## config.mk

```make
export PLATFORM = sky130hd
export DESIGN_NAME = host_serial_port
export DESIGN_NICKNAME = d
export VERILOG_FILES = /design/src/hw/serial_port_pkg.sv /design/src/hw/host_serial_port.sv /design/src/hw/byte_fifo.sv
export SDC_FILE = /design/constraint.sdc
export NUM_CORES = 1
export LEC_CHECK = 0
export BUFFER_PORTS_ARGS = -buffer_cell sky130_fd_sc_hd__buf_2
export CAP_MARGIN = 20
export CORE_MARGIN = 2
export CORE_UTILIZATION = 65
export DETAILED_ROUTE_END_ITERATION = 8
export PLACE_DENSITY = 0.84
export SLEW_MARGIN = 0
export SYNTH_ARGS = -nofsm -noshare
export SYNTH_HDL_FRONTEND = slang
export SYNTH_SLANG_ARGS = --single-unit
```

## constraint.sdc

```tcl
create_clock -name clock -period 5.9 [get_ports clock]
set_input_delay 1.18 -clock clock [delete_from_list [all_inputs] [get_ports clock]]
set_output_delay 1.18 -clock clock [all_outputs]
set_load 0.01 [all_outputs]
```

## src/hw/serial_port_pkg.sv

```systemverilog
// package of constants for the host serial port
// assumes a single 25 MHz clock and a synchronous active-high reset
// Summary of operation
// the block drives the transmit line to the host and samples the receive line from the host.
// request-to-send is a block output and clear-to-send a host input, both active low.
// the bit rate is selectable from 1200 to 921600 bits per second, same at both ends.
// flow control is either the rts/cts handshake or none.
// every character has exactly eight data bits.
// parity is none, odd or even.
// each character ends with one or two stop bits.
// a switchable framing-assist option for a serial link protocol is provided.
// after reset the port runs 115200 baud, no flow control, 8 bits, no parity, one stop bit.
// with handshake on, no character starts while cts is high, and rts is low only while space remains.
// a character is a low start bit, data lsb first, optional parity, high stop bits; idle high.
package serial_port_pkg;
  localparam int unsigned CLK_HZ = 25000000;
  localparam int unsigned BAUD_MIN = 1200;
  localparam int unsigned BAUD_MAX = 921600;
  localparam int unsigned BAUD_DEFAULT = 115200;
  // divisor is clock cycles per bit; 16 bits cover 1200 baud (20833)
  localparam int unsigned DIV_W = 16;
  localparam logic [15:0] DIV_DEFAULT = 16'(CLK_HZ / BAUD_DEFAULT);
  localparam logic [15:0] DIV_MIN = 16'(CLK_HZ / BAUD_MAX);
  localparam logic [15:0] DIV_MAX = 16'(CLK_HZ / BAUD_MIN);
  localparam int unsigned DATA_BITS = 8;
  localparam int unsigned FIFO_DEPTH = 8;
  // slip end byte used by the framing assist
  localparam logic [7:0] SLIP_END = 8'hc0;
  localparam logic [1:0] PAR_NONE = 2'h0;
  localparam logic [1:0] PAR_ODD = 2'h1;
  localparam logic [1:0] PAR_EVEN = 2'h2;
  localparam logic [1:0] PARITY_DEFAULT = PAR_NONE;
  localparam logic FLOW_DEFAULT = 1'b0;
  localparam logic STOP2_DEFAULT = 1'b0;
  localparam logic ASSIST_DEFAULT = 1'b0;
endpackage

```

## src/hw/host_serial_port.sv

```systemverilog
// asynchronous serial port facing the host: tx engine, rx engine with fifo
// assumes settings are only loaded while both lines are idle
`timescale 1ns/10ps
module host_serial_port
  import serial_port_pkg::*;
(
  // clock and reset
  input wire logic clock,
  input wire logic sys_rst,
  // host-side pins
  output logic uart_tx,
  input wire logic uart_rx,
  output logic rts_n,
  input wire logic cts_n,
  // configuration
  input wire logic cfg_load,
  input wire logic [serial_port_pkg::DIV_W-1:0] cfg_divisor,
  input wire logic cfg_flow,
  input wire logic [1:0] cfg_parity,
  input wire logic cfg_stop2,
  input wire logic cfg_assist,
  // transmit stream from the module core
  input wire logic tx_valid,
  input wire logic [7:0] tx_data,
  output logic tx_ready,
  // receive stream toward the module core
  output logic rx_valid,
  output logic [7:0] rx_data,
  input wire logic rx_ready,
  output logic rx_frame_end,
  // status
  output logic rx_parity_err,
  output logic rx_framing_err,
  output logic rx_overrun
);
  typedef enum logic [2:0] {S_IDLE, S_START, S_DATA, S_PAR, S_STOP} bit_state_e;

  logic [DIV_W-1:0] div_ff;
  logic flow_ff;
  logic [1:0] par_ff;
  logic stop2_ff;
  logic assist_ff;

  // settings: reset gives the power-up format; loads are not gated, so the user
  // must only pulse cfg_load while both lines are idle
  always_ff @(posedge clock) begin
    if (sys_rst) begin
      div_ff <= DIV_DEFAULT;
      flow_ff <= FLOW_DEFAULT;
      par_ff <= PARITY_DEFAULT;
      stop2_ff <= STOP2_DEFAULT;
      assist_ff <= ASSIST_DEFAULT;
    end else if (cfg_load) begin
      // clamp keeps the rate inside the supported range
      div_ff <= (cfg_divisor < DIV_MIN) ? DIV_MIN :
                (cfg_divisor > DIV_MAX) ? DIV_MAX : cfg_divisor;
      flow_ff <= cfg_flow;
      par_ff <= (cfg_parity == 2'h3) ? PAR_NONE : cfg_parity;
      stop2_ff <= cfg_stop2;
      assist_ff <= cfg_assist;
    end
  end

  // pin input synchronisers; a change counts once stages two and three agree
  logic [2:0] rx_sync_ff;
  logic [2:0] cts_sync_ff;
  logic rx_ff;
  logic cts_n_ff;
  always_ff @(posedge clock) begin
    if (sys_rst) begin
      rx_sync_ff <= 3'h7;
      cts_sync_ff <= 3'h7;
      rx_ff <= 1'b1;
      cts_n_ff <= 1'b1;
    end else begin
      rx_sync_ff <= {rx_sync_ff[1:0], uart_rx};
      cts_sync_ff <= {cts_sync_ff[1:0], cts_n};
      if (rx_sync_ff[1] == rx_sync_ff[2]) begin
        rx_ff <= rx_sync_ff[2];
      end
      if (cts_sync_ff[1] == cts_sync_ff[2]) begin
        cts_n_ff <= cts_sync_ff[2];
      end
    end
  end

  // transmitter
  bit_state_e tx_st_ff;
  logic [DIV_W-1:0] tx_cnt_ff;
  logic [2:0] tx_bit_ff;
  logic [7:0] tx_sh_ff;
  logic tx_par_ff;
  logic tx_stop_ff;
  logic tx_ready_ff;
  logic tx_tick;
  logic tx_go;
  assign tx_tick = (tx_cnt_ff == '0);
  // a character only starts with cts low when handshake is on
  assign tx_go = tx_valid && tx_ready_ff && !(flow_ff && cts_n_ff);
  assign tx_ready = tx_ready_ff;

  always_ff @(posedge clock) begin
    if (sys_rst) begin
      tx_st_ff <= S_IDLE;
      tx_cnt_ff <= '0;
      tx_bit_ff <= '0;
      tx_sh_ff <= '0;
      tx_par_ff <= 1'b0;
      tx_stop_ff <= 1'b0;
      tx_ready_ff <= 1'b0;
      uart_tx <= 1'b1; // line idles high
    end else begin
      tx_ready_ff <= 1'b0;
      tx_cnt_ff <= tx_tick ? div_ff - 1'b1 : tx_cnt_ff - 1'b1;
      unique case (tx_st_ff)
        S_IDLE: begin
          uart_tx <= 1'b1;
          tx_ready_ff <= !tx_go;
          if (tx_go) begin
            tx_sh_ff <= tx_data;
            tx_par_ff <= (par_ff == PAR_ODD) ^ (^tx_data);
            uart_tx <= 1'b0; // start bit
            tx_cnt_ff <= div_ff - 1'b1;
            tx_st_ff <= S_START;
          end
        end
        S_START: if (tx_tick) begin
          uart_tx <= tx_sh_ff[0]; // lsb first
          tx_sh_ff <= {1'b0, tx_sh_ff[7:1]};
          tx_bit_ff <= '0;
          tx_st_ff <= S_DATA;
        end
        S_DATA: if (tx_tick) begin
          tx_bit_ff <= tx_bit_ff + 1'b1;
          if (tx_bit_ff == 3'(DATA_BITS - 1)) begin
            tx_stop_ff <= stop2_ff;
            if (par_ff != PAR_NONE) begin
              uart_tx <= tx_par_ff;
              tx_st_ff <= S_PAR;
            end else begin
              uart_tx <= 1'b1;
              tx_st_ff <= S_STOP;
            end
          end else begin
            uart_tx <= tx_sh_ff[0];
            tx_sh_ff <= {1'b0, tx_sh_ff[7:1]};
          end
        end
        S_PAR: if (tx_tick) begin
          uart_tx <= 1'b1;
          tx_st_ff <= S_STOP;
        end
        S_STOP: if (tx_tick) begin
          // second stop bit when configured
          if (tx_stop_ff) begin
            tx_stop_ff <= 1'b0;
          end else begin
            tx_st_ff <= S_IDLE;
          end
        end
        default: tx_st_ff <= S_IDLE;
      endcase
    end
  end

  // receiver: samples each bit at its middle
  bit_state_e rx_st_ff;
  logic [DIV_W-1:0] rx_cnt_ff;
  logic [2:0] rx_bit_ff;
  logic [7:0] rx_sh_ff;
  logic rx_par_ff;
  logic rx_push_ff;
  logic [7:0] rx_byte_ff;
  logic fifo_in_ready;
  logic [3:0] fifo_level;
  always_ff @(posedge clock) begin
    if (sys_rst) begin
      rx_st_ff <= S_IDLE;
      rx_cnt_ff <= '0;
      rx_bit_ff <= '0;
      rx_sh_ff <= '0;
      rx_par_ff <= 1'b0;
      rx_push_ff <= 1'b0;
      rx_byte_ff <= '0;
      rx_parity_err <= 1'b0;
      rx_framing_err <= 1'b0;
      rx_overrun <= 1'b0;
    end else begin
      rx_push_ff <= 1'b0;
      rx_parity_err <= 1'b0;
      rx_framing_err <= 1'b0;
      rx_overrun <= 1'b0;
      rx_cnt_ff <= (rx_cnt_ff == '0) ? div_ff - 1'b1 : rx_cnt_ff - 1'b1;
      unique case (rx_st_ff)
        S_IDLE: if (!rx_ff) begin
          rx_cnt_ff <= {1'b0, div_ff[DIV_W-1:1]}; // half bit to centre
          rx_st_ff <= S_START;
        end
        S_START: if (rx_cnt_ff == '0) begin
          // a glitch shorter than half a bit is not a start
          rx_st_ff <= rx_ff ? S_IDLE : S_DATA;
          rx_bit_ff <= '0;
          rx_par_ff <= (par_ff == PAR_ODD);
        end
        S_DATA: if (rx_cnt_ff == '0) begin
          rx_sh_ff <= {rx_ff, rx_sh_ff[7:1]}; // lsb first
          rx_par_ff <= rx_par_ff ^ rx_ff;
          rx_bit_ff <= rx_bit_ff + 1'b1;
          if (rx_bit_ff == 3'(DATA_BITS - 1)) begin
            rx_st_ff <= (par_ff != PAR_NONE) ? S_PAR : S_STOP;
          end
        end
        S_PAR: if (rx_cnt_ff == '0) begin
          rx_parity_err <= rx_par_ff ^ rx_ff;
          rx_st_ff <= S_STOP;
        end
        S_STOP: if (rx_cnt_ff == '0) begin
          // one stop bit is checked; a second one looks like idle to us
          rx_framing_err <= !rx_ff;
          rx_byte_ff <= rx_sh_ff;
          rx_push_ff <= rx_ff;
          rx_overrun <= rx_ff && !fifo_in_ready; // host ignored rts
          rx_st_ff <= S_IDLE;
        end
        default: rx_st_ff <= S_IDLE;
      endcase
    end
  end

  // receive fifo: the core can stall, rts then tells the host to stop
  logic f_valid;
  logic [7:0] f_data;
  logic f_ready;
  byte_fifo #(.WIDTH(8), .DEPTH(FIFO_DEPTH)) rx_fifo (
    .clock(clock),
    .sys_rst(sys_rst),
    .in_valid(rx_push_ff),
    .in_ready(fifo_in_ready),
    .in_data(rx_byte_ff),
    .out_valid(f_valid),
    .out_ready(f_ready),
    .out_data(f_data),
    .level(fifo_level)
  );

  // rts low only while two or more slots remain, since one byte may be in flight
  always_ff @(posedge clock) begin
    if (sys_rst) begin
      rts_n <= 1'b1;
    end else begin
      rts_n <= !(flow_ff && (fifo_level <= 4'(FIFO_DEPTH - 2)));
    end
  end

  // output stage; with framing assist an end byte is flagged, not passed on
  assign f_ready = !rx_valid || rx_ready;
  always_ff @(posedge clock) begin
    if (sys_rst) begin
      rx_valid <= 1'b0;
      rx_data <= '0;
      rx_frame_end <= 1'b0;
    end else begin
      rx_frame_end <= 1'b0;
      if (f_ready) begin
        rx_valid <= 1'b0;
        if (f_valid) begin
          if (assist_ff && (f_data == SLIP_END)) begin
            rx_frame_end <= 1'b1;
          end else begin
            rx_valid <= 1'b1;
            rx_data <= f_data;
          end
        end
      end
    end
  end
endmodule

```

## src/hw/byte_fifo.sv

```systemverilog
// small synchronous fifo with valid/ready on both sides
// assumes one clock and synchronous active-high reset
`timescale 1ns/10ps
module byte_fifo #(
  parameter int WIDTH = 8,
  parameter int DEPTH = 8
) (
  // clock and reset
  input wire logic clock,
  input wire logic sys_rst,
  // fill side
  input wire logic in_valid,
  output logic in_ready,
  input wire logic [WIDTH-1:0] in_data,
  // drain side
  output logic out_valid,
  input wire logic out_ready,
  output logic [WIDTH-1:0] out_data,
  // fill level for watermarks
  output logic [$clog2(DEPTH):0] level
);
  localparam int AW = $clog2(DEPTH);
  logic [WIDTH-1:0] mem_ff [DEPTH];
  logic [AW-1:0] wr_ff;
  logic [AW-1:0] rd_ff;
  logic [AW:0] cnt_ff;
  logic [WIDTH-1:0] dout_ff;
  logic dval_ff;
  logic push;
  logic pop;
  logic load;

  // output register is a one-word skid stage fed from memory
  assign push = in_valid && in_ready;
  assign load = (cnt_ff != '0) && (!dval_ff || out_ready);
  assign pop = load;
  assign in_ready = (cnt_ff != (AW+1)'(DEPTH));
  assign out_valid = dval_ff;
  assign out_data = dout_ff;
  assign level = cnt_ff;

  // storage writes
  always_ff @(posedge clock) begin
    if (push) begin
      mem_ff[wr_ff] <= in_data;
    end
  end

  // pointers and count
  always_ff @(posedge clock) begin
    if (sys_rst) begin
      wr_ff <= '0;
      rd_ff <= '0;
      cnt_ff <= '0;
    end else begin
      if (push) begin
        wr_ff <= wr_ff + 1'b1;
      end
      if (pop) begin
        rd_ff <= rd_ff + 1'b1;
      end
      cnt_ff <= cnt_ff + (AW+1)'(push) - (AW+1)'(pop);
    end
  end

  // registered read data
  always_ff @(posedge clock) begin
    if (sys_rst) begin
      dval_ff <= 1'b0;
      dout_ff <= '0;
    end else if (load) begin
      dval_ff <= 1'b1;
      dout_ff <= mem_ff[rd_ff];
    end else if (out_ready) begin
      dval_ff <= 1'b0;
    end
  end
endmodule

```

Word level (Yosys, flattened, before mapping) --
Memory sizes are Yosys's and may differ from the RTL's. A register that Yosys moved wholly into a read port is not among the register bits. Cells that the tools add are included.
Operators by class: reduce and logical (&&, ||, !) cells 45, magnitude comparators 3, eq/ne operators 30, add/sub/neg operators 9, bitwise operators 9, mux-type cells 57
Operator list (count):
- $mux W16 | 8
- $mux W3 | 17
- $sub A16 B1 Y16 const B | 3
- $logic_not A16 Y1 | 2
- $mux W8 | 4
- $pmux W3 S5 | 2
- $ne A2 B2 Y1 const B | 14
- $pmux W8 S3 | 1
- $mux W1 | 18
- $gt A16 B15 Y1 const B | 1
- $lt A16 B5 Y1 const B | 1
- $add A3 B1 Y3 const B | 4
- $eq A3 B2 Y1 const B | 4
- $eq A3 B3 Y1 const B | 4
- $pmux W3 S2 | 2
- $reduce_bool A2 Y1 | 5
- $reduce_and A3 Y1 | 3
- $reduce_or A3 Y1 | 3
- $eq A8 B8 Y1 const B | 1
- $logic_and A1 B1 Y1 | 8
- $reduce_and A4 Y1 | 2
- $reduce_bool A4 Y1 | 2
- $reduce_xor A8 Y1 | 1
- $logic_not A1 Y1 | 7
- other kinds (21) | 36
Word-level totals: memories kept 1, output and inout bits 16, word-level logic and storage cells 189, RAM bits 64, bits of input ports 36, flip-flop bits (word level) 128
Memories:
- rx_fifo.mem_ff | depth 8, bits a word 8, rd ports 1, clocked after Yosys merged registers in 1, write ports 1, line byte_fifo.sv:23 | logic [WIDTH-1:0] mem_ff [DEPTH];

Depth between registers and ports, before layout --
depth after elaboration 5, depth in mapped cells 11, gate-level depth less buffers 10

By module --
A second synthesis with hierarchy kept.
Unflattened totals: cells, all modules 871, area, all modules 9085.0 um^2
Modules (own cells, without submodules):
- host_serial_port | instances 1, area each 5770.5 um^2, cells an instance 660, sequential area each 2342.2 um^2
- byte_fifo | instances 1, area each 3314.4 um^2, cells an instance 211, sequential area each 2302.2 um^2

Least setup slack after synthesis --
OpenSTA, ideal clock, no wires.
path kind input to register, start input port rx_ready, end register rx_fifo.cnt_ff[2], in the netlist rx_fifo.level[2], cell stages on the path 10, arrival 2.779 ns, setup slack 2.994 ns, path buffers 1, required time 5.772 ns, setup time 0.128 ns, cell sequence nor2b_1 -> a22oi_1 -> clkbuf_1 -> ha_1 -> inv_1 -> ha_1 -> inv_1 -> fa_1 -> xor2_1 -> nor2_1
Between the ends: cells in the longest elaborated chain, start to end 4
Ends and longest elaborated chain:
- from (decl) | line host_serial_port.sv:29 | input wire logic rx_ready,
- $logic_or A1 B1 Y1 | line host_serial_port.sv:256 | assign f_ready = !rx_valid || rx_ready;
- $logic_or A1 B1 Y1 | line byte_fifo.sv:35 | assign load = (cnt_ff != '0) && (!dval_ff || out_ready);
- $logic_and A1 B1 Y1 | line byte_fifo.sv:35
- named net rx_fifo.load | line byte_fifo.sv:31 | logic load;
- $sub A4 B1 Y4 | line byte_fifo.sv:62 | cnt_ff <= cnt_ff + (AW+1)'(push) - (AW+1)'(pop);
- to (signal assigned) | line byte_fifo.sv:62
- to (decl) | line byte_fifo.sv:26 | logic [AW:0] cnt_ff;
The timed path passes the listed nets, and every way through them passes these cells. A chain may end at the register's enable or synchronous reset.

Worst setup path after layout --
start register rx_fifo.cnt_ff[2], in the netlist rx_fifo.level[2], end memory rx_fifo.mem_ff[0][7] (enable)
Between the ends: cells in the longest elaborated chain, start to end 4
Ends and longest elaborated chain:
- $ne A4 B4 Y1 | line byte_fifo.sv:37 | assign in_ready = (cnt_ff != (AW+1)'(DEPTH));
- $logic_and A1 B1 Y1 | line byte_fifo.sv:34 | assign push = in_valid && in_ready;
- named net rx_fifo.push | line byte_fifo.sv:29 | logic push;
- $mux W1 | line byte_fifo.sv:44 | if (push) begin
- $mux W1 (implied by the code) | line byte_fifo.sv:45 | mem_ff[wr_ff] <= in_data;
- to (decl) | line byte_fifo.sv:23
The timed path passes the listed nets, and every way through them passes these cells.

==> impl_metrics.ini <==
[power]
p_leak_nw = 3.587
power.total_mw = 4.242
peakVddDrop_mv = 0.2594
powerDensity_mw_per_mm2 = 425.7

[route]
dr.pass1.iters = 5
viasPerCell = 6.206
drt_wl_total_um = 19420
vias = 6752
ant_nets = 0
post_drt_wl_per_cell_um = 17.85
drt_iter0_markers = 467
drc = 0

[synth]
ys_types = 75
ys_ff_latch = 200
ys_seq_area_frac = 0.5147
synth_edf_count = 64
synth_top_area_frac = 0.3017
synth_nets = 918
syn_area_mm2 = 0.009024
synth_flop_cell = dfxtp_1
syn-instance-count = 863
async_reset_ff_frac = 0
yosysWarnings = 0
ys_top_cells_by_area = dfxtp_1 (30%), edfxtp_1 (21%), nor2_1 (4.2%)
syn_avg_cell_area_um2 = 10.46
yosys.area.top_type = dfxtp_1

[cells_and_area]
num_antenna_cells = 0
area_growth_pct = 10.43
regArea_mm2 = 0.004644
layout-drive-gt1-share = 0.1421
nNetsFinal = 950
multi_input_area_mm2 = 0.004106
fillers = 953

[worst_setup_path]
critPathMaxStageDelay_ps = 750
path_max_fanout = 6
start_kind = flip-flop
path_cells = inv_1 > ha_1 > a21boi_1 > nand2b_1 > nor3_1 > buf_4
slowest_stage = nor3_1
critPathRequiredTime_ps = 6050
crit_arrival_ps = 2890
crit_cells = 6
worst-setup-path-type = reg2reg
cp_top_family = simple AND/OR/NAND/NOR gates
worst-path-buf-inv = 2
r2r_cells = 6
cp-end-kind = flip-flop

[cts]
numCtsBuffers = 17
postCtsSetupBuffers = 0
clock_latency_ps = 440
h-tree-depth = 4
clock-root-buffer = clkbuf_16
path_clk_slew_ps = 70
clk_path_buf_depth = 2
cts_tree = done
clock_sinks = 200
cts_repair_resize_count = 0
cts.hold.buffers_added = 0

[hold_path]
min_path_type = reg2reg
holdPathStages = 1

[sta]
drv_slew = 0
setup_viol = 0
rsz0062_at_grt = false
tns_ps = 0
worst_slew_pin_slew_ps = 914.1
fmax_mhz = 364.4
maxSlewHeadroom = 0.3859
finalCritPeriodShare = 0.4651
clock_skew_ps = 13.84
min_period_ps = 2744
hold_violations = 0
hold_slack_ps = 415.6

[floorplanning]
rows = 43
coreArea_mm2 = 0.01372
die_area_mm2 = 0.01484
die_x_um = 121.8
start_util = 0.6577
die_y_um = 121.8
pin_count = 52

[grt]
grt_pass1_wl_um = 31520
antenna_found_initial = 0
grt_overflow = 0
grt_use_total = 0.2721
grt_pass1_vias = 6465
grt_max_degree = 73

[run]
drv_cap = 0

[placed_design]
io_buffers = 51
dpl.hpwl_um = 13260
gp_congestion = 0.8565

[run_status]
status = completed
-- synthesized netlist by cell type, drive strengths merged (5+ instances only) --
master	number
xor2	19
edfxtp	64
a32o	8
mux4	16
a211oi	27
and3	6
dfxtp	136
nand2	97
mux2i	24
o21ai	19
clkbuf	27
a311oi	7
a21oi	51
nor2b	8
o221ai	7
nor2	101
nor3	19
o211ai	6
nand2b	12
or2	9
inv	19
ha	18
nor4	19
nand3b	5
nand3	19
buf	18
xnor2	31
-- path summary, 6_finish.rpt --
| path | from | end | slack [ps] |
|---|---|---|---|
| worst min register to register | cts_sync_ff[0] | cts_sync_ff[1] | 420 |
| worst min-delay path | cts_sync_ff[0] | cts_sync_ff[1] | 420 |
| worst max register to register | rx_fifo.level[2] | rx_fifo.mem_ff[0][7] | 3160 |
| worst max-delay path | rx_fifo.level[2] | rx_fifo.mem_ff[0][7] | 3160 |
-- flip-flops by register name, summed over array words and instances (netlist names), 2 cells and up --
signal / cells
rx_sh_ff: 8
rx_fifo.mem_ff: 64
div_ff: 16
rx_st_ff: 3
par_ff: 2
rx_fifo.rd_ff: 3
rx_fifo.wr_ff: 3
rx_bit_ff: 3
tx_st_ff: 3
tx_cnt_ff: 16
rx_cnt_ff: 16
cts_sync_ff: 3
rx_data: 8
tx_sh_ff: 8
rx_fifo.level: 4
rx_sync_ff: 3
rx_fifo.out_data: 8
rx_byte_ff: 8
tx_bit_ff: 3
-- placed cells by master (no fill, tap or decap), types with 4 or more instances in the layout --
master / synthesis / layout
o211ai_1: 6 / 6
nor2b_1: 8 / 8
inv_1: 19 / 19
nand2_1: 96 / 96
o221ai_1: 7 / 7
mux4_2: 16 / 16
nor2_1: 101 / 101
buf_2: 8 / 50
dfxtp_1: 136 / 136
nor3b_1: 4 / 4
nor4_1: 15 / 15
a211oi_1: 26 / 26
or2_2: 8 / 8
and3_1: 5 / 5
xor2_1: 19 / 19
xnor2_1: 31 / 31
ha_1: 18 / 18
o32ai_1: 4 / 4
clkbuf_16: 0 / 17
nand2b_1: 12 / 12
nor3_1: 19 / 19
inv_8: 0 / 7
a21oi_1: 51 / 51
o21ai_0: 18 / 18
nand3b_1: 5 / 5
mux2i_1: 24 / 24
nand3_1: 19 / 19
edfxtp_1: 64 / 64
a311oi_1: 5 / 5
buf_4: 2 / 8
a32o_1: 8 / 8
a22o_1: 4 / 4
-- per-layer routing --
| metal | global-route usage | vias up | share of wire |
|---|---|---|---|
| li1 | - | 3214 | - |
| met1 | 0.3306 | 3293 | 0.41 |
| met2 | 0.4766 | 200 | 0.52 |
| met3 | 0.04963 | 45 | 0.042 |
| met4 | 0.1142 | 0 | 0.028 |
| met5 | 0 | - | 0 |
-- report_power, final --
group          internal, mW  switching (mW)
Sequential             1.59           0.204
Combinational         0.569           0.685
Clock                 0.649           0.542
Total                  2.81            1.43
-- stage by stage --
| step | cells | utilization | cell area [µm²] | worst slack (ps) |
|---|---|---|---|---|
| 2_1_floorplan | 863 | - | 9024 | 2994 |
| 3_3_place_gp | 1056 | 0.6821 | 9358 | 2863 |
| 3_5_place_dp | 1056 | 0.6821 | 9358 | 2807 |
| 4_1_cts | 1088 | 0.7263 | 9965 | 3163 |
| 5_1_grt | 1088 | 0.7263 | 9965 | 2959 |
| 6_report | 1088 | 0.7263 | 9965 | 3156 |
-- final cells by class --
cell class,count,share of cell area
Clock buffer,19,0.04345
Sequential cell,200,0.4661
Multi-Input combinational cell,599,0.4121
Clock inverter,13,0.01745
Timing Repair Buffer,58,0.03114
Inverter,19,0.007157
Tap cell,180,0.02260
-- cells by family (layout without fill, tap and decap cells) --
| kind of cell | count (synthesis) | after routing | synth area share |
|---|---|---|---|
| buffers and inverters | 64 | 109 | 0.03023 |
| multiplexers | 41 | 41 | 0.06780 |
| adder cells (fa/ha/maj) | 19 | 19 | 0.02718 |
| AO/OA/AOI/OAI | 162 | 162 | 0.1276 |
| AND/OR/NAND/NOR | 326 | 326 | 0.1815 |
| flip-flops | 200 | 200 | 0.5147 |
| XOR/XNOR | 51 | 51 | 0.05103 |
-- worst register-to-register path, stage by stage, from the launching register on --
cell and delay [ps]:
dfxtp_1 360, inv_1 90, ha_1 220, a21boi_1 500, nand2b_1 260, nor3_1 750
buf_4 290
(Power assumes the default switching activity.)
